File: src/hw/spf_cfg.svh
`ifndef SPF_CFG_SVH
`define SPF_CFG_SVH
// Register byte offsets.
`define SPF_OFS_DBUF 8'h00
`define SPF_OFS_TFC  8'h04
`define SPF_OFS_RST  8'h08
`define SPF_OFS_TST  8'h0c
`define SPF_OFS_CTL  8'h10
`define SPF_OFS_IST  8'h14
`define SPF_OFS_IMK  8'h18
// Field positions.
`define SPF_B_CLR    7
`define SPF_B_FLAG   7
`define SPF_B_TX_IRQ_CONDITION_SELECT   6
`define SPF_B_EN     0
`define SPF_B_FD     1
`define SPF_B_NINE   2
`define SPF_B_RCLR   3
`define SPF_I_TX     0
`define SPF_I_OVR    1
`define SPF_I_TUR    2
// Reset values.
`define SPF_RST_TFC  3'h0
`define SPF_RST_CTL  3'h0
`define SPF_RST_TUR  1'b1
`define SPF_RST_IRQ  3'h0
// Usable depth per mode.
`define SPF_CAP_HALF 3'h4
`define SPF_CAP_FULL 3'h2
`define SPF_CAP_ONE  3'h1
`endif

File: src/hw/spf_pkg.sv
package spf_pkg;
  typedef logic [7:0] spf_byte_t;
  typedef logic [2:0] spf_lvl_t;
  typedef enum logic [1:0] {
    SPF_OKAY   = 2'h0,
    SPF_SLVERR = 2'h2
  } spf_resp_t;
endpackage

File: src/hw/spf_fifo_if.sv
`timescale 1ns/1ps
interface spf_fifo_if #(parameter int W = 8, parameter int CW = 3);
  logic          push;
  logic          pop;
  logic          clear;
  logic [W-1:0]  wdata;
  logic [W-1:0]  head;
  logic [CW-1:0] cap;
  logic [CW-1:0] count;
  logic          full;
  logic          empty;
  modport ctl (output push, pop, clear, wdata, cap,
               input head, count, full, empty);
  modport mem (input push, pop, clear, wdata, cap,
               output head, count, full, empty);
endinterface

File: src/hw/spf_ctrl.sv
// Functional notes
// RULE1 - Software clears both FIFOs after setting duplex mode and FIFO use.
// RULE2 - Writing one to transmit clear bit 7 empties FIFO, level 000.
// RULE3 - Condition bit 0: transmit interrupt only when fill hits threshold.
// RULE4 - Condition bit 1: also interrupt when fill falls short after a take.
// RULE5 - Threshold 00/01/10/11 is 0..3 bytes; full duplex uses bit 0 only.
// RULE6 - Software reprograms transmit configuration after stopping channel.
// RULE7 - Software reprograms transmit setup after wake if idle run is off.
// RULE8 - Receive status bit 7 reports overrun, read only.
// RULE9 - Reading received data from the data buffer clears the overrun flag.
// RULE10 - Receive status bits 2-0 report receive fill, 000 to 100.
// RULE11 - Unused bits of both registers read zero; all fields reset zero except transmit underrun, which resets one.
// RULE12 - Writing receive clear empties receive FIFO and resets its pointers.
// RULE13 - Transmit underrun resets to one, clears on a data buffer write.
// RULE14 - In nine-bit mode the FIFOs are not used, single byte only.
// RULE15 - A byte arriving with receive FIFO at capacity sets overrun.
`timescale 1ns/1ps
`include "spf_cfg.svh"
module spf_ctrl #(
  parameter int DEPTH  = 4,
  parameter int ADDR_W = 8
) (
  // Clock and reset.
  input  wire logic              CLK,
  input  wire logic              RST_B,
  // AXI4-Lite write channels.
  input  wire logic [ADDR_W-1:0] AWADDR,
  input  wire logic              AWVALID,
  output logic                   AWREADY,
  input  wire logic [31:0]       WDATA,
  input  wire logic [3:0]        WSTRB,
  input  wire logic              WVALID,
  output logic                   WREADY,
  output logic [1:0]             BRESP,
  output logic                   BVALID,
  input  wire logic              BREADY,
  // AXI4-Lite read channels.
  input  wire logic [ADDR_W-1:0] ARADDR,
  input  wire logic              ARVALID,
  output logic                   ARREADY,
  output logic [31:0]            RDATA,
  output logic [1:0]             RRESP,
  output logic                   RVALID,
  input  wire logic              RREADY,
  // Serial shift logic side.
  output logic [7:0]             TX_DATA,
  output logic                   TX_VALID,
  input  wire logic              TX_TAKE,
  input  wire logic [7:0]        RX_DATA,
  input  wire logic              RX_VALID,
  // Interrupt.
  output logic                   IRQ
);
  spf_fifo_if #(.W(8), .CW(3)) txf ();
  spf_fifo_if #(.W(8), .CW(3)) rxf ();

  spf_fifo #(.W(8), .D(DEPTH)) u_tx (
    .clk   (CLK),
    .rst_b (RST_B),
    .f     (txf)
  );
  spf_fifo #(.W(8), .D(DEPTH)) u_rx (
    .clk   (CLK),
    .rst_b (RST_B),
    .f     (rxf)
  );

  // RULE5 threshold decode
  // Threshold in bytes; full duplex only looks at the low bit.
  function automatic spf_pkg::spf_lvl_t tx_level(input logic [1:0] tx_irq_threshold,
                                                 input logic fd);
    tx_level = fd ? {2'h0, tx_irq_threshold[0]} : {1'h0, tx_irq_threshold};
  endfunction

  // Bus state.
  logic              aw_hold_r;
  logic              w_hold_r;
  logic [ADDR_W-1:0] aw_addr_r;
  logic [7:0]        w_byte_r;
  logic              w_lane_r;
  logic              awready_r;
  logic              wready_r;
  logic              bvalid_r;
  logic [1:0]        bresp_r;
  logic              arready_r;
  logic              rvalid_r;
  logic [31:0]       rdata_r;
  logic [1:0]        rresp_r;
  // Block state.
  logic              tx_irq_condition_select_r;
  logic [1:0]        til_r;
  logic              en_r;
  logic              fd_r;
  logic              nine_r;
  logic              ror_r;
  logic              tur_r;
  logic [2:0]        ist_r;
  logic [2:0]        imk_r;
  logic              irq_r;
  logic [7:0]        txd_r;
  logic              txv_r;

  // Handshake decode.
  wire aw_take = AWVALID & awready_r;
  wire w_take  = WVALID & wready_r;
  wire wr_do   = aw_hold_r & w_hold_r & ~bvalid_r;
  wire rd_do   = ARVALID & arready_r;
  wire aw_nxt  = aw_take | (aw_hold_r & ~wr_do);
  wire w_nxt   = w_take | (w_hold_r & ~wr_do);
  wire rv_nxt  = rd_do | (rvalid_r & ~RREADY);

  // Write address decode; only byte lane 0 carries fields.
  wire wr_lo   = wr_do & w_lane_r;
  wire hit_db  = aw_addr_r == `SPF_OFS_DBUF;
  wire hit_tfc = aw_addr_r == `SPF_OFS_TFC;
  wire hit_ctl = aw_addr_r == `SPF_OFS_CTL;
  wire hit_ist = aw_addr_r == `SPF_OFS_IST;
  wire hit_imk = aw_addr_r == `SPF_OFS_IMK;
  wire wr_ok   = hit_db | hit_tfc | hit_ctl | hit_ist | hit_imk |
                 (aw_addr_r == `SPF_OFS_RST) |
                 (aw_addr_r == `SPF_OFS_TST);
  wire wr_db   = wr_lo & hit_db;
  wire wr_tfc  = wr_lo & hit_tfc;
  wire wr_ctl  = wr_lo & hit_ctl;

  // Read address decode.
  wire rd_db   = rd_do & (ARADDR == `SPF_OFS_DBUF);
  wire rd_ok   = (ARADDR == `SPF_OFS_DBUF) | (ARADDR == `SPF_OFS_TFC) |
                 (ARADDR == `SPF_OFS_RST) | (ARADDR == `SPF_OFS_TST) |
                 (ARADDR == `SPF_OFS_CTL) | (ARADDR == `SPF_OFS_IST) |
                 (ARADDR == `SPF_OFS_IMK);

  // RULE14 nine-bit capacity
  wire [2:0] cap = (~en_r | nine_r) ? `SPF_CAP_ONE :
                   fd_r ? `SPF_CAP_FULL : `SPF_CAP_HALF;

  // RULE2 transmit clear
  wire tx_clr = wr_tfc & w_byte_r[`SPF_B_CLR];
  // RULE12 receive clear
  wire rx_clr = wr_ctl & w_byte_r[`SPF_B_RCLR];

  // Output stage refills when empty or when its byte is taken.
  wire tx_load = ~txf.empty & ~tx_clr & (~txv_r | TX_TAKE);
  wire [2:0] tx_after = txf.count - 3'h1;
  wire spf_pkg::spf_lvl_t lvl = tx_level(til_r, fd_r);

  // RULE3 threshold reached
  wire tx_hit = tx_load & (tx_after == lvl);
  // RULE4 threshold out of reach
  wire tx_short = tx_load & tx_irq_condition_select_r & (tx_after < lvl);
  wire tx_evt = tx_hit | tx_short;

  // RULE15 overrun on full
  wire ovr_set = RX_VALID & rxf.full & ~rx_clr;
  // Underrun: the shift logic drained the stage with nothing behind it.
  wire tur_set = TX_TAKE & txv_r & txf.empty;

  wire [2:0] ev  = {tur_set, ovr_set, tx_evt};
  wire [2:0] w1c = (wr_lo & hit_ist) ? w_byte_r[2:0] : 3'h0;
  // Set beats a clear arriving in the same cycle.
  wire [2:0] ist_nxt = (ist_r & ~w1c) | ev;

  // FIFO hookups.
  assign txf.push  = wr_db;
  assign txf.wdata = w_byte_r;
  assign txf.pop   = tx_load;
  assign txf.clear = tx_clr;
  assign txf.cap   = cap;
  assign rxf.push  = RX_VALID & ~rx_clr;
  assign rxf.wdata = RX_DATA;
  assign rxf.pop   = rd_db;
  assign rxf.clear = rx_clr;
  assign rxf.cap   = cap;

  // Read mux; unused bits stay zero.
  logic [31:0] rd_val;
  always_comb begin
    rd_val = 32'h0;
    unique case (ARADDR)
      `SPF_OFS_DBUF: rd_val[7:0] = rxf.empty ? 8'h00 : rxf.head;
      `SPF_OFS_TFC: begin
        rd_val[`SPF_B_TX_IRQ_CONDITION_SELECT] = tx_irq_condition_select_r;
        rd_val[1:0]         = til_r;
      end
      // RULE8 overrun bit
      `SPF_OFS_RST: begin
        rd_val[`SPF_B_FLAG] = ror_r;
        // RULE10 receive fill
        rd_val[2:0]         = rxf.count;
      end
      `SPF_OFS_TST: begin
        rd_val[`SPF_B_FLAG] = tur_r;
        rd_val[2:0]         = txf.count;
      end
      `SPF_OFS_CTL: rd_val[2:0] = {nine_r, fd_r, en_r};
      `SPF_OFS_IST: rd_val[2:0] = ist_r;
      `SPF_OFS_IMK: rd_val[2:0] = imk_r;
      default: rd_val = 32'h0;
    endcase
  end

  // Write side of the bus slave.
  always_ff @(posedge CLK or negedge RST_B) begin
    if (!RST_B) begin
      aw_hold_r <= 1'b0;
      w_hold_r  <= 1'b0;
      awready_r <= 1'b0;
      wready_r  <= 1'b0;
      bvalid_r  <= 1'b0;
      bresp_r   <= spf_pkg::SPF_OKAY;
    end else begin
      aw_hold_r <= aw_nxt;
      w_hold_r  <= w_nxt;
      awready_r <= ~aw_nxt;
      wready_r  <= ~w_nxt;
      bvalid_r  <= wr_do | (bvalid_r & ~BREADY);
      if (wr_do) begin
        bresp_r <= wr_ok ? spf_pkg::SPF_OKAY : spf_pkg::SPF_SLVERR;
      end
    end
  end

  // Payload latches need no reset.
  always_ff @(posedge CLK) begin
    if (aw_take) begin
      aw_addr_r <= AWADDR;
    end
    if (w_take) begin
      w_byte_r <= WDATA[7:0];
      w_lane_r <= WSTRB[0];
    end
  end

  // Read side of the bus slave.
  always_ff @(posedge CLK or negedge RST_B) begin
    if (!RST_B) begin
      arready_r <= 1'b0;
      rvalid_r  <= 1'b0;
      rdata_r   <= 32'h0;
      rresp_r   <= spf_pkg::SPF_OKAY;
    end else begin
      arready_r <= ~rv_nxt;
      rvalid_r  <= rv_nxt;
      if (rd_do) begin
        rdata_r <= rd_val;
        rresp_r <= rd_ok ? spf_pkg::SPF_OKAY : spf_pkg::SPF_SLVERR;
      end
    end
  end

  // RULE11 reset to zero
  always_ff @(posedge CLK or negedge RST_B) begin
    if (!RST_B) begin
      {tx_irq_condition_select_r, til_r}      <= `SPF_RST_TFC;
      {nine_r, fd_r, en_r} <= `SPF_RST_CTL;
      imk_r                <= `SPF_RST_IRQ;
    end else begin
      if (wr_tfc) begin
        {tx_irq_condition_select_r, til_r} <= {w_byte_r[`SPF_B_TX_IRQ_CONDITION_SELECT], w_byte_r[1:0]};
      end
      if (wr_ctl) begin
        en_r   <= w_byte_r[`SPF_B_EN];
        fd_r   <= w_byte_r[`SPF_B_FD];
        nine_r <= w_byte_r[`SPF_B_NINE];
      end
      if (wr_lo & hit_imk) begin
        imk_r <= w_byte_r[2:0];
      end
    end
  end

  // Flags: hardware set always wins over the clearing access.
  always_ff @(posedge CLK or negedge RST_B) begin
    if (!RST_B) begin
      ror_r <= 1'b0;
      tur_r <= `SPF_RST_TUR;
      ist_r <= `SPF_RST_IRQ;
      irq_r <= 1'b0;
    end else begin
      // RULE9 read clears overrun
      ror_r <= ovr_set | (ror_r & ~rd_db);
      // RULE13 write clears underrun
      tur_r <= tur_set | (tur_r & ~wr_db);
      ist_r <= ist_nxt;
      irq_r <= |(ist_nxt & imk_r);
    end
  end

  // Transmit output stage toward the shift logic.
  always_ff @(posedge CLK or negedge RST_B) begin
    if (!RST_B) begin
      txd_r <= 8'h00;
      txv_r <= 1'b0;
    end else begin
      txv_r <= tx_load | (txv_r & ~TX_TAKE);
      if (tx_load) begin
        txd_r <= txf.head;
      end
    end
  end

  assign AWREADY  = awready_r;
  assign WREADY   = wready_r;
  assign BVALID   = bvalid_r;
  assign BRESP    = bresp_r;
  assign ARREADY  = arready_r;
  assign RVALID   = rvalid_r;
  assign RDATA    = rdata_r;
  assign RRESP    = rresp_r;
  assign TX_DATA  = txd_r;
  assign TX_VALID = txv_r;
  assign IRQ      = irq_r;
endmodule

File: src/hw/spf_fifo.sv
`timescale 1ns/1ps
module spf_fifo #(
  parameter int W = 8,
  parameter int D = 4
) (
  // Clock and reset.
  input wire logic clk,
  input wire logic rst_b,
  // Control side.
  spf_fifo_if.mem  f
);
  localparam int AW = $clog2(D);
  localparam int CW = $clog2(D + 1);

  logic [W-1:0]  mem_r [D];
  logic [AW-1:0] wp_r;
  logic [AW-1:0] rp_r;
  logic [CW-1:0] cnt_r;
  logic          do_push;
  logic          do_pop;

  // Full follows the mode capacity, not the physical depth.
  assign f.full  = cnt_r >= f.cap;
  assign f.empty = cnt_r == '0;
  assign f.count = cnt_r;
  assign f.head  = mem_r[rp_r];
  assign do_push = f.push & ~f.full & ~f.clear;
  assign do_pop  = f.pop & ~f.empty & ~f.clear;

  // Storage needs no reset; only pointers define its content.
  always_ff @(posedge clk) begin
    if (do_push) begin
      mem_r[wp_r] <= f.wdata;
    end
  end

  // Clear wins over push and pop in the same cycle.
  always_ff @(posedge clk or negedge rst_b) begin
    if (!rst_b) begin
      wp_r  <= '0;
      rp_r  <= '0;
      cnt_r <= '0;
    end else if (f.clear) begin
      wp_r  <= '0;
      rp_r  <= '0;
      cnt_r <= '0;
    end else begin
      wp_r  <= wp_r + AW'(do_push);
      rp_r  <= rp_r + AW'(do_pop);
      cnt_r <= cnt_r + CW'(do_push) - CW'(do_pop);
    end
  end
endmodule

File: config.mk
export PLATFORM = sky130hd
export DESIGN_NAME = spf_ctrl
export DESIGN_NICKNAME = d
export VERILOG_FILES = /design/src/hw/spf_pkg.sv /design/src/hw/spf_fifo_if.sv /design/src/hw/spf_ctrl.sv /design/src/hw/spf_fifo.sv
export VERILOG_INCLUDE_DIRS = /design/src /design/src/hw
export SDC_FILE = /design/constraint.sdc
export NUM_CORES = 1
export LEC_CHECK = 0
export BUFFER_PORTS_ARGS = -buffer_cell sky130_fd_sc_hd__buf_2
export CORE_ASPECT_RATIO = 2
export CORE_MARGIN = 2
export CORE_UTILIZATION = 55
export CTS_BUF_LIST = sky130_fd_sc_hd__clkbuf_8
export CTS_CLUSTER_DIAMETER = 100
export DETAILED_ROUTE_END_ITERATION = 8
export PLACE_DENSITY = 0.8
export SLEW_MARGIN = 20
export SYNTH_ARGS = -nofsm -noshare
export SYNTH_HDL_FRONTEND = slang
export SYNTH_SLANG_ARGS = --single-unit
File: constraint.sdc
create_clock -name CLK -period 3.7 [get_ports CLK]
set_input_delay 0.74 -clock CLK [delete_from_list [all_inputs] [get_ports CLK]]
set_output_delay 0.74 -clock CLK [all_outputs]
set_load 0.03 [all_outputs]
Yosys cells after proc, flatten, opt, wreduce, memory -nomap -nowiden
Memory sizes are Yosys's and may differ from the RTL's. A register that Yosys moved wholly into a read port is not among the register bits. Index checks and enable logic that the tools add are counted.

Add/sub/neg operators: 9. Multipliers: 0. Divide/modulo/power cells: 0. $lt $le $gt $ge: 3. Equal/unequal tests: 13. Shifts and indexed selects: 0. Mux-type cells: 22. Bitwise gates (word level): 83. Reductions and logical operators: 6.

Operators with widths (count): $eq A8 B5 Y1 const B (6); $and A1 B1 Y1 (39); $eq A8 B4 Y1 const B (4); $or A1 B1 Y1 (22); $mux W3 (6); $not A1 Y1 (18); $eq A8 B3 Y1 const B (2); $logic_not A8 Y1 (2); $mux W2 (7); $pmux W2 S7 (1); $add A2 B1 Y2 (4); $mux W8 (1); $add A3 B1 Y3 (2); $and A3 B3 Y3 (2); $ge A3 B3 Y1 (2); $logic_not A3 Y1 (2); $pmux W1 S6 (1); $sub A3 B1 Y3 (2); $mux W1 (4); $eq A3 B2 Y1 (1); $lt A3 B2 Y1 (1); $not A3 Y3 (1); $or A3 B3 Y3 (1); $pmux W1 S3 (1); other kinds (4) (4).

Register bits: 66. Bits in latches: 0. Memory bits (writable): 64. Memory bits (read-only): 0. Input port bits: 69. Output and inout port bits: 51. Logic and storage cells: 168. Memories kept: 2.

Memories: u_rx.mem_r (words 4, bits a word 8, rd ports 1, clocked after memory_dff 0, wr ports 1, RTL line spf_fifo.sv:15) `logic [W-1:0] mem_r [D];`; u_tx.mem_r (words 4, bits a word 8, rd ports 1, clocked after memory_dff 1, wr ports 1, RTL line spf_fifo.sv:15).

Longest topological paths before layout
Gate-level depths: netlist of run 1.

Word-level depth: 14. Mapped depth: 13. Mapped depth without buffers: 13.

By module
Synthesis of run 1 repeated with hierarchy kept, for this count alone.

Cells, all modules: 423. Area total of the unflattened synthesis: 6172.2 um^2.

Modules (own cells, without submodules): spf_ctrl (times used 1, cells each 249, area an instance 2887.8 um^2, seq. area each 1537.7 um^2); spf_fifo at u_tx (times used 1, cells each 87, area an instance 1645.3 um^2, seq. area each 1136.1 um^2); spf_fifo at u_rx (times used 1, cells each 87, area an instance 1639.1 um^2, seq. area each 1136.1 um^2).

Worst setup path after synthesis of run 1
No wires, ideal clock.

Path type: register to register. From: register aw_addr_r[7]. To: register u_rx.cnt_r[2] (netlist: u_rx.f.count[2]). Setup time: 0.147 ns. Arrival time: 3.054 ns. Required time: 3.553 ns. Setup slack: 0.499 ns. Cell stages (with the launch flop): 13. Buffers on the path: 0. Period minus slack after synthesis: 3.201 ns. Path through: edfxtp_1 > or4_4 > or2_2 > nor3_1 > nor2_1 > ha_1 > inv_1 > ha_1 > inv_1 > fa_1 > xor2_1 > xnor2_1 > nor2_1.

Cells in the longest elaborated chain, start to end: 10. Elaborated cells between the ends (all ways): 11. Those cells by class: add/sub: 2; eq/ne: 1; mux: 1; bitwise: 7.

RTL lines: start, declared (RTL line spf_ctrl.sv:78) `logic [ADDR_W-1:0] aw_addr_r;`; start signal, assigned (RTL line spf_ctrl.sv:226) `aw_addr_r <= AWADDR;`; $eq A8 B5 Y1 (no line) *; $and A1 B1 Y1 * (RTL line spf_ctrl.sv:124) `wire wr_ctl = wr_lo & hit_ctl;`; $and A1 B1 Y1 * (RTL line spf_ctrl.sv:140) `` wire rx_clr = wr_ctl & w_byte_r[`SPF_B_RCLR]; ``; $not A1 Y1 (RTL line spf_ctrl.sv:169, spf_fifo.sv:27, spf_fifo.sv:28); $and A1 B1 Y1 (RTL line spf_ctrl.sv:169) `assign rxf.push = RX_VALID & ~rx_clr;`; $and A1 B1 Y1 (2 in a row) (RTL line spf_fifo.sv:27) `assign do_push = f.push & ~f.full & ~f.clear;`; $add A3 B1 Y3 (RTL line spf_fifo.sv:50) `cnt_r <= cnt_r + CW'(do_push) - CW'(do_pop);`; $sub A3 B1 Y3 (RTL line spf_fifo.sv:50); $mux W3 * (RTL line spf_fifo.sv:43) `end else if (f.clear) begin`; end signal, assigned (RTL line spf_fifo.sv:50); end, declared (RTL line spf_fifo.sv:18) `logic [CW-1:0] cnt_r;`.

Mark *: on every way between the ends. The rest lies on a longest branch, timed or not. A chain may end at the register's enable or synchronous reset.

Final worst setup path of run 1
From: register nine_r. To: register u_rx.cnt_r[2] (netlist: u_rx.f.count[2]).

Cells in the longest elaborated chain, start to end: 9.

RTL lines: start, declared (RTL line spf_ctrl.sv:94) `logic nine_r;`; start signal, assigned (RTL line spf_ctrl.sv:255) `` {nine_r, fd_r, en_r} <= `SPF_RST_CTL; ``; start signal, assigned (RTL line spf_ctrl.sv:264) `` nine_r <= w_byte_r[`SPF_B_NINE]; ``; $or A1 B1 Y1 (RTL line spf_ctrl.sv:134) `` wire [2:0] cap = (~en_r | nine_r) ? `SPF_CAP_ONE : ``; $mux W3 (no line); $ge A3 B3 Y1 (RTL line spf_fifo.sv:23) `assign f.full = cnt_r >= f.cap;`; $not A1 Y1 (RTL line spf_fifo.sv:27); $and A1 B1 Y1 (2 in a row) (RTL line spf_fifo.sv:27); $add A3 B1 Y3 (RTL line spf_fifo.sv:50); $sub A3 B1 Y3 (RTL line spf_fifo.sv:50); $mux W3 (RTL line spf_fifo.sv:43).

Every way passes these cells.

==> out/metrics.yaml, run 1 <==
grt.overflow.total: 0
power_leakage_uw: 0.00284
avgSynthCellArea_um2: 14.7
rows: 53
cts_buffers: 17
io_buffers: 66
critical_path_class: "flop to flop"
die_y_um: 151
ys_warn_count: 0
io_pins: 120
clock_skew_ns: 0.0155
drtPass1Iterations: 4
dpl_cell_area_um2: 6390
period_minus_slack_ns: 3.13
setup_viol: 0
hpwl_mm: 8.54
drc: 0
cts_tree: "yes"
grt_pass1_vias: 3701
relSlewSlack: 0.486
postCtsHoldBufs: 0
grt_max_degree: 49
met2_usage: 0.400
netlist_area_um2: 5950
track_usage: 0.209
grtUsageMet1: 0.189
fin_crit_sh: 0.846
worstSkewPairLatency_ns: 0.45
gp_congestion: 0.871
max_stage_delay_ns: 0.42
cts.clk_slew.worst_paths_ns: 0.08
root_buffer: "clkbuf_8"
htreeDepth: 4
ir_drop_uv: 351
crit_required_ns: 4.03
end_kind: "flop"
cts_buffer_depth: 2
layout-drive-gt1-share: 0.307
cts_num_sinks: 136
finalMaxSlewViolations: 0
hold_violations: 0
antenna_left: 0
yosysTopAreaCell: "edfxtp_1"
whs_ns: 0.309
die_w_um: 77.6
synthToLayoutAreaGrowth_pct: 14.4
drtIter0Drc: 219
status: "finished, final reports clean"
cts_resized: 0
synth-seq-cells: 136
max-cap-violations: 0
synth_edf_count: 81
fmax_ghz: 0.319
min_path_type: "input port to async pin"
power_uw: 4460
core-area_um2: 10500
dieArea_um2: 11700
cp-start-kind: "flop"
finish.utilization: 0.646
tightest_slew_ns: 0.768
power.density_nw_per_um2: 656
grt_pass1_wl_mm: 18.0
vias: 3528
cp_max_fo: 4
final_nets: 578
synthArstFlopShare: 0.404
wl_per_cell_um: 17.8
busiest_layer: "met2"
crit_chain: "nand2b_1 > or2_2 > ha_1 > a21o_1 > a31oi_1 > nand3_1 > inv_1 > ha_1 > inv_1 > fa_1 > xor2_1 > xnor2_1 > nor2_1"
finalSetupTns_ns: 0
syn_inst: 404
viasPerCell: 5.52
ys_seq_area_frac: 0.640
final_area_um2: 6810
ys_types: 53
post-cts-setup-buffers: 0
antenna_found_initial: 0
synthTopCellsByArea: "edfxtp_1, dfrtp_1, mux4_2, ha_1, mux2_2"
yosysTopAreaCellShare: 0.409
gr-usage-met3: 0.0542
arrival_ns: 3.46
antenna_cells: 0
synthFlopType: "edfxtp_1"
start_util: 0.565
rsz0062_at_grt: "no"
routed_wirelength_mm: 11.4
slowest_stage: "dfrtp_1"
## path summary, 6_finish.rpt
| kind | to | slack (ns) | cells past startpoint | from |
|---|---|---|---|---|
| max | u_rx.f.count[2] | 0.57 | 13 | nine_r |
| min | TX_DATA[4] | 0.31 | 1 | RST_B |
| max reg2reg | u_rx.f.count[2] | 0.57 | 13 | nine_r |
| min reg2reg | RDATA[3] | 0.49 | 2 | RDATA[3] |
| max in group asynchronous | RDATA[3] | 2.80 | 2 | RST_B |
| min in group CLK | aw_addr_r[7] | 0.47 | 1 | AWADDR[7] |
## metal layers
layer  share of wire  up-vias
li1                -     1601
met1            0.32     1765
met2            0.59      119
met3           0.044       43
met4           0.049        0
met5               0        -
## registers in the layout, indices dropped and copies added (netlist names), 2 cells and up
register      cells
u_tx.f.count      3
u_tx.mem_r       32
ist_r             3
u_rx.f.count      3
u_rx.mem_r       32
u_tx.rp_r         2
txf.wdata         8
til_r             2
u_rx.wp_r         2
u_rx.rp_r         2
imk_r             3
aw_addr_r         8
TX_DATA           8
u_tx.wp_r         2
RDATA             8
## cell type report
type | instances | area (µm²)
clock inverter | 15 | 179
inverter | 23 | 86.3
sequential | 136 | 3810
timing repair buffer | 76 | 408
tap | 137 | 171
multi-input combinational | 235 | 1920
fill | 761 | 3730
clock buffer | 17 | 234
## synth_stat cells (4+ instances only)
| library cell | count |
|---|---|
| nand4_1 | 4 |
| nor2b_1 | 5 |
| buf_4 | 26 |
| a21o_1 | 5 |
| mux4_2 | 16 |
| nand3_1 | 8 |
| mux2_2 | 19 |
| clkbuf_1 | 8 |
| xnor2_1 | 6 |
| nand2_1 | 21 |
| mux2i_1 | 7 |
| nor2_1 | 18 |
| dfrtp_1 | 54 |
| nor3b_1 | 4 |
| and3_1 | 4 |
| ha_1 | 18 |
| o21ai_0 | 10 |
| edfxtp_1 | 81 |
| inv_1 | 23 |
| nand2b_1 | 6 |
| and2_1 | 7 |
| nor3_1 | 7 |
## cell usage in the layout (no fill, tap or decap), types with 4 or more instances in the layout
| master | n |
|---|---|
| and2_1 | 7 |
| nor3_1 | 7 |
| and3_1 | 4 |
| xnor2_1 | 6 |
| clkinv_4 | 5 |
| nand4_1 | 4 |
| buf_2 | 65 |
| buf_4 | 11 |
| a21o_1 | 5 |
| ha_1 | 18 |
| nand2b_1 | 6 |
| edfxtp_1 | 81 |
| mux2_2 | 19 |
| mux4_2 | 16 |
| nand3_1 | 8 |
| nor3b_1 | 4 |
| clkbuf_8 | 17 |
| inv_1 | 25 |
| dfrtp_1 | 54 |
| nand2_1 | 21 |
| conb_1 | 26 |
| nor2b_1 | 5 |
| o21ai_0 | 10 |
| mux2i_1 | 7 |
| nor2_1 | 18 |
## per-stage QoR
stage / instances / setup WS, ns
2_1_floorplan: 429 / 0.499
3_3_place_gp: 607 / 0.612
3_5_place_dp: 607 / 0.573
4_1_cts: 639 / 0.543
5_1_grt: 639 / 0.310
6_report: 639 / 0.568
## critical path, delay by kind of cell (launching register included)
kind,cells,cell delay [ns]
flops,1,0.42
buf+inv,2,0.20
compound gates,2,0.44
xor+xnor,2,0.32
simple gates,4,0.84
fa+ha+maj,3,0.82
## cell families after synthesis
kind of cell | share of synthesized area
AND/OR/NAND/NOR | 0.0942
flip-flops | 0.640
buffers and inverters | 0.0530
AO/OA/AOI/OAI | 0.0462
multiplexers | 0.108
adder cells (fa/ha/maj) | 0.0446
other | 0.000630
XOR/XNOR | 0.0132
## power breakdown
group / internal, µW / leakage [µW] / total [µW] / switching [µW]
clock network: 668 / 0.000209 / 1250 / 585
logic: 482 / 0.00122 / 1090 / 611
registers: 1890 / 0.00141 / 2120 / 233
No activity file was read; power rests on OpenSTA's default activity.
==> run 2, diff against run 1 <==
- CORE_UTILIZATION: 55 -> 51
- PLACE_DENSITY: 0.8 -> 0.78
- clock period: 3.7 -> 2.5 ns (I/O delays scaled with it)
==> run 2 against run 1 <==
The flow now finishes with violations (negative setup slack); final cell count is 8.1% higher; via count grew 3.5%; non-clock buffer count up 47; design area rose by 6.9%; die area grew 7.5%; count of clock-buffer cells in the layout up 1.
==> out/metrics.yaml, run 2 (synthesized netlist as in run 1, its figures left out) <==
vias: 3650  # was 3,528
root_buffer: "clkbuf_8"  # unchanged
power.density_nw_per_um2: 928  # was 656 nW/µm²
place_inst: 654  # was 607
io_pins: 120  # unchanged
arrival_ns: 3.17  # was 3.46 ns
clock_skew_ns: 0.0167  # was 0.0155 ns
ir_drop_uv: 570  # was 351 µV
layout-drive-gt1-share: 0.403  # was 0.307
io_buffers: 66  # unchanged
htreeDepth: 4  # unchanged
start_util: 0.524  # was 0.565
period_minus_slack_ns: 2.84  # was 3.13 ns
multi_input_area_um2: 2050  # was 1920 µm²
wl_met1_mm: 3.97  # was 3.60 mm
layoutNonFillerInstCount: 691  # was 639
final_nets: 625  # was 578
core-area_um2: 11400  # was 10,500 µm²
finalMaxSlewViolations: 0  # unchanged
top_layer_used: "met4"  # unchanged
reg.largest.list: "u_rx.mem_r x32, u_tx.mem_r x32"  # unchanged
grt_pass1_wl_mm: 19.3  # was 18.0 mm
status: "finished, violations left"  # was finished, final reports clean
viasPerCell: 5.28  # was 5.52
hold_violations: 0  # unchanged
setup_viol: 4  # was 0
drtPass1Iterations: 4  # unchanged
setup_slack_ns: -0.343  # was 0.568 ns
antenna_found_initial: 0  # unchanged
rsz0062_at_grt: "yes"  # was no
critical_path_class: "flop to flop"  # unchanged
worstSkewPairLatency_ns: 0.45  # about the same
cts.clk_slew.worst_paths_ns: 0.08  # about the same
power_leakage_uw: 0.00310  # was 0.00284 µW
cts_num_sinks: 136  # unchanged
drc: 0  # unchanged
cts_buffers: 17  # unchanged
dieArea_um2: 12600  # was 11,700 µm²
regArea_um2: 3810  # about the same
violations: "negative setup slack"
track_usage: 0.215  # was 0.209
cts_tree: "yes"  # unchanged
final_cell_mix: "edfxtp_1, buf_2, dfrtp_1"  # unchanged
min_path_type: "input port to async pin"  # unchanged
synthToLayoutAreaGrowth_pct: 22.3  # was 14.4%
hpwl_mm: 9.21  # was 8.54 mm
nFillCells: 835  # was 761
finalSetupTns_ns: -0.993  # was 0 ns
grt_max_degree: 56  # was 49
cts_buffer_depth: 2  # unchanged
tightest_slew_ns: 0.739  # was 0.768 ns
antenna_cells: 0  # unchanged
end_kind: "flop"  # unchanged
rows: 55  # was 53
grt.overflow.total: 0  # unchanged
max-cap-violations: 0  # unchanged
met2_wirelength_mm: 7.63  # was 6.73 mm
die_w_um: 80.4  # was 77.6 µm
grt_pass1_vias: 3945  # was 3,701
drtIter0Drc: 188  # was 219
routed_wirelength_mm: 12.4  # was 11.4 mm
wl_per_cell_um: 18.0  # was 17.8 µm
fin_crit_sh: 1.14  # was 0.846
wl_met3_um: 376  # was 505 µm
gp_congestion: 0.911  # was 0.871
antenna_left: 0  # unchanged
cp_max_fo: 2  # was 4
final_common_cell: "edfxtp_1"  # unchanged
postCtsHoldBufs: 0  # unchanged
crit_required_ns: 2.83  # was 4.03 ns
die_y_um: 157  # was 151 µm
relSlewSlack: 0.508  # was 0.486
cp-start-kind: "flop"  # unchanged
fmax_ghz: 0.352  # was 0.319 GHz
## run 2: path summary, 6_finish.rpt
path,from,end,slack (ns),cells after the start
max in group asynchronous,RST_B,BVALID,1.79,2
worst min register to register,RDATA[2],RDATA[2],0.50,2
min in group CLK,WDATA[5],txf.wdata[5],0.23,1
worst max-delay path,aw_addr_r[0],u_rx.f.count[2],-0.34,12
worst max register to register,aw_addr_r[0],u_rx.f.count[2],-0.34,12
worst min-delay path,RST_B,TX_DATA[4],0.20,2
## run 2: per-layer routing
metal,vias up,global-route usage
met5,-,0
met4,0,0.129
met3,33,0.0444
met2,94,0.414
met1,1826,0.194
li1,1697,-
## run 2: worst max-delay path, stage by stage (launching register included)
cell and delay, ns:
edfxtp_1 0.38, or4_4 0.57, or2_4 0.29, nor3_4 0.20, nor2_2 0.07, ha_1 0.28
inv_1 0.06, ha_1 0.15, inv_2 0.04, fa_2 0.33, xor2_1 0.15, xnor2_1 0.15
nor2_1 0.06
## run 2: area by class of cell
class / instances / area share
multi-input cells: 235 / 0.281
inverters: 23 / 0.0119
flip-flops and latches: 136 / 0.524
clock inverters: 14 / 0.0158
clock buffers: 18 / 0.0340
repair buffers: 123 / 0.109
well taps: 142 / 0.0244
## run 2: power breakdown
part	switching (µW)	internal (µW)	total [µW]
Sequential	335	2790	3130
Combinational	1050	934	1980
Clock	845	800	1650
## run 2: what timing repair did
item	CTS	global route
gates resized for setup	8	12
gates cloned	0	0
setup endpoints to repair	4	70
buffers inserted	2	3
pin swaps	4	5
endpoints found under the hold margin	0	0
## run 2: through the flow
stage | util | cell area, µm² | hold slack, ns | setup WS, ns | power [µW]
after floorplan | - | 6090 | 0.204 | -0.275 | 4370
after global placement | 0.597 | 6780 | 0.475 | -0.237 | 4920
after detailed placement | 0.597 | 6780 | 0.486 | -0.397 | 5030
after CTS | 0.633 | 7190 | 0.201 | -0.361 | 6720
after global routing | 0.641 | 7280 | 0.199 | -0.466 | 7130
final | 0.641 | 7280 | 0.197 | -0.343 | 6750
==> run 3, diff against run 2 <==
- CORE_ASPECT_RATIO: 2 -> not set
- TNS_END_PERCENT: not set -> 1
==> run 3 against run 2 <==
The run still ends with negative setup slack left; sequential power about the same; utilization shrank 1.4 points; final cell count decreased by 0.72%; largest cell class unchanged.
==> out/metrics.yaml, run 3 (synthesized netlist as in run 1, its figures left out) <==
cts_tree: "yes"  # unchanged
switching_share: 0.324  # was 0.330
core-area_um2: 11400  # about the same
status: "finished, violations left"  # unchanged
antenna_cells: 0  # unchanged
layout-drive-gt1-share: 0.379  # was 0.403
period_minus_slack_ns: 2.75  # was 2.84 ns
finalMaxSlewViolations: 0  # unchanged
grt_max_degree: 35  # was 56
multi_input_area_um2: 2000  # was 2050 µm²
cp_common_cell: "ha_1"  # unchanged
tightest_slew_ns: 0.570  # was 0.739 ns
crit_chain: "or4_4 > or2_4 > nor3_4 > nor2_2 > ha_1 > inv_1 > ha_1 > inv_2 > fa_2 > xor2_2 > xnor2_1 > nor2_1"  # was or4_4 > or2_4 > nor3_4 > nor2_2 > ha_1 > inv_1 > ha_1 > inv_2 > fa_2 > xor2_1 > xnor2_1 > nor2_1
drtPass1Iterations: 4  # unchanged
dp_slack_ns: -0.288  # was -0.397 ns
grt_pass1_wl_mm: 18.2  # was 19.3 mm
p_seq_frac: 0.479  # was 0.463
htreeDepth: 4  # unchanged
wl_per_cell_um: 16.3  # was 18.0 µm
grt_pass1_vias: 3747  # was 3,945
setup_viol: 4  # unchanged
final_cell_mix: "edfxtp_1, buf_2, dfrtp_1"  # unchanged
crit_required_ns: 2.84  # was 2.83 ns
root_buffer: "clkbuf_8"  # unchanged
cts.clk_slew.worst_paths_ns: 0.07  # was 0.08 ns
power_uw: 6480  # was 6750 µW
viasPerCell: 5.21  # was 5.28
combPwrFrac: 0.296  # was 0.293
drc: 0  # unchanged
start_util: 0.521  # was 0.524
dieArea_um2: 12600  # about the same
violations: "negative setup slack"  # unchanged
routed_wirelength_mm: 11.2  # was 12.4 mm
rows: 39  # was 55
final_nets: 619  # was 625
intPower_uw: 4380  # was 4530 µW
relSlewSlack: 0.620  # was 0.508
vias: 3571  # was 3,650
nFillCells: 839  # was 835
end_kind: "flop"  # unchanged
rsz0062_at_grt: "yes"  # unchanged
cp-start-kind: "flop"  # unchanged
regArea_um2: 3810  # unchanged
final_common_cell: "edfxtp_1"  # unchanged
antenna_found_initial: 0  # unchanged
fin_crit_sh: 1.10  # was 1.14
power.density_nw_per_um2: 905  # was 928 nW/µm²
fmax_ghz: 0.363  # was 0.352 GHz
worstSkewPairLatency_ns: 0.45  # about the same
synthToLayoutAreaGrowth_pct: 20.2  # was 22.3%
gp_congestion: 0.853  # was 0.911
arrival_ns: 3.09  # was 3.17 ns
io_pins: 120  # unchanged
max_stage_delay_ns: 0.59  # was 0.57 ns
setup_slack_ns: -0.251  # was -0.343 ns
reg.largest.list: "u_rx.mem_r x32, u_tx.mem_r x32"  # unchanged
clock_skew_ns: 0.0123  # was 0.0167 ns
cts_num_sinks: 136  # unchanged
die_w_um: 112  # was 80.4 µm
antenna_left: 0  # unchanged
hpwl_mm: 8.02  # was 9.21 mm
io_buffers: 66  # unchanged
power_frac_clock: 0.225  # was 0.244
min_path_type: "input port to async pin"  # unchanged
hold_violations: 0  # unchanged
track_usage: 0.192  # was 0.215
cts_buffers: 17  # unchanged
cts_buffer_depth: 2  # unchanged
die_y_um: 112  # was 157 µm
drtIter0Drc: 185  # was 188
max-cap-violations: 0  # unchanged
slowest_stage: "or4_4"  # unchanged
ir_drop_uv: 682  # was 570 µV
p_sw_uw: 2100  # was 2230 µW
cp_max_fo: 4  # was 2
power_leakage_uw: 0.00304  # was 0.00310 µW
critical_path_class: "flop to flop"  # unchanged
grt.overflow.total: 0  # unchanged
[run 3: cell count changes in the layout (fill, tap and decap cells not counted), sizes merged]
cell | previous run | this run
buf | 123 | 117
inv | 26 | 27
bufinv | 1 | 0
clkinvlp | 2 | 3
clkinv | 8 | 7
[run 3: cell type report]
cell class	count	share of cell area
clock inverter	14	0.0101
sequential	136	0.532
clock buffer	18	0.0346
inverter	23	0.0121
tap	143	0.0250
timing repair buffer	117	0.106
multi-input combinational	235	0.279
[run 3: power groups by stage]
stage                     clock [µW]  sequential, µW  combinational, µW
after floorplan                    0            3260               1100
after global placement             0            3120               1780
after detailed placement           0            3140               1850
after CTS                       1490            3100               1860
after global routing            1590            3160               2130
final                           1460            3100               1920
[run 3: per-stage QoR]
| stage | area, µm² | cells | TNS (ns) | utilization | hold WS, ns |
|---|---|---|---|---|---|
| 6_report | 7160 | 686 | -0.527 | 0.627 | 0.0397 |
| 5_1_grt | 7160 | 686 | -1.96 | 0.627 | 0.0685 |
| 4_1_cts | 7090 | 685 | -0.608 | 0.621 | 0.0422 |
| 3_5_place_dp | 6770 | 653 | -0.677 | 0.593 | 0.473 |
| 3_3_place_gp | 6770 | 653 | -0.395 | 0.593 | 0.461 |
| 2_1_floorplan | 6070 | 429 | -5.87 | - | 0.204 |
[run 3: timing repair]
action,CTS,global route
endpoints found under the setup margin,12,45
pin swaps,4,3
hold endpoints to repair,0,0
hold buffers,0,0
setup buffers,0,1
resized for setup,1,14
[run 3: worst paths after layout]
path                            depth (start not counted)    startpoint  slack [ns]               to
worst max register to register                         12  aw_addr_r[7]       -0.25  u_rx.f.count[2]
worst min register to register                          2      RDATA[3]        0.48         RDATA[3]
worst max-delay path                                   12  aw_addr_r[7]       -0.25  u_rx.f.count[2]
min in group CLK                                        1      WDATA[7]        0.23     txf.wdata[7]
max in group asynchronous                               2         RST_B        1.86           BVALID
worst min-delay path                                    1         RST_B        0.04         RDATA[2]
[run 3: critical path: cells and delay by family, from the launching register on]
kind                     cells  cell delay (ns)
XOR/XNOR                     2             0.30
AND/OR/NAND/NOR              5             1.12
flip-flops                   1             0.37
buffers and inverters        2             0.10
adder cells (fa/ha/maj)      3             0.76
[run 3: metal layers]
layer / part of all wire / global-route usage / wire length (µm) / up-vias
li1: - / - / - / 1687
met1: 0.41 / 0.231 / 4540 / 1766
met2: 0.53 / 0.326 / 5880 / 106
met3: 0.053 / 0.0556 / 597 / 12
met4: 0.015 / 0.0797 / 170 / 0
met5: 0 / 0 / 0 / -
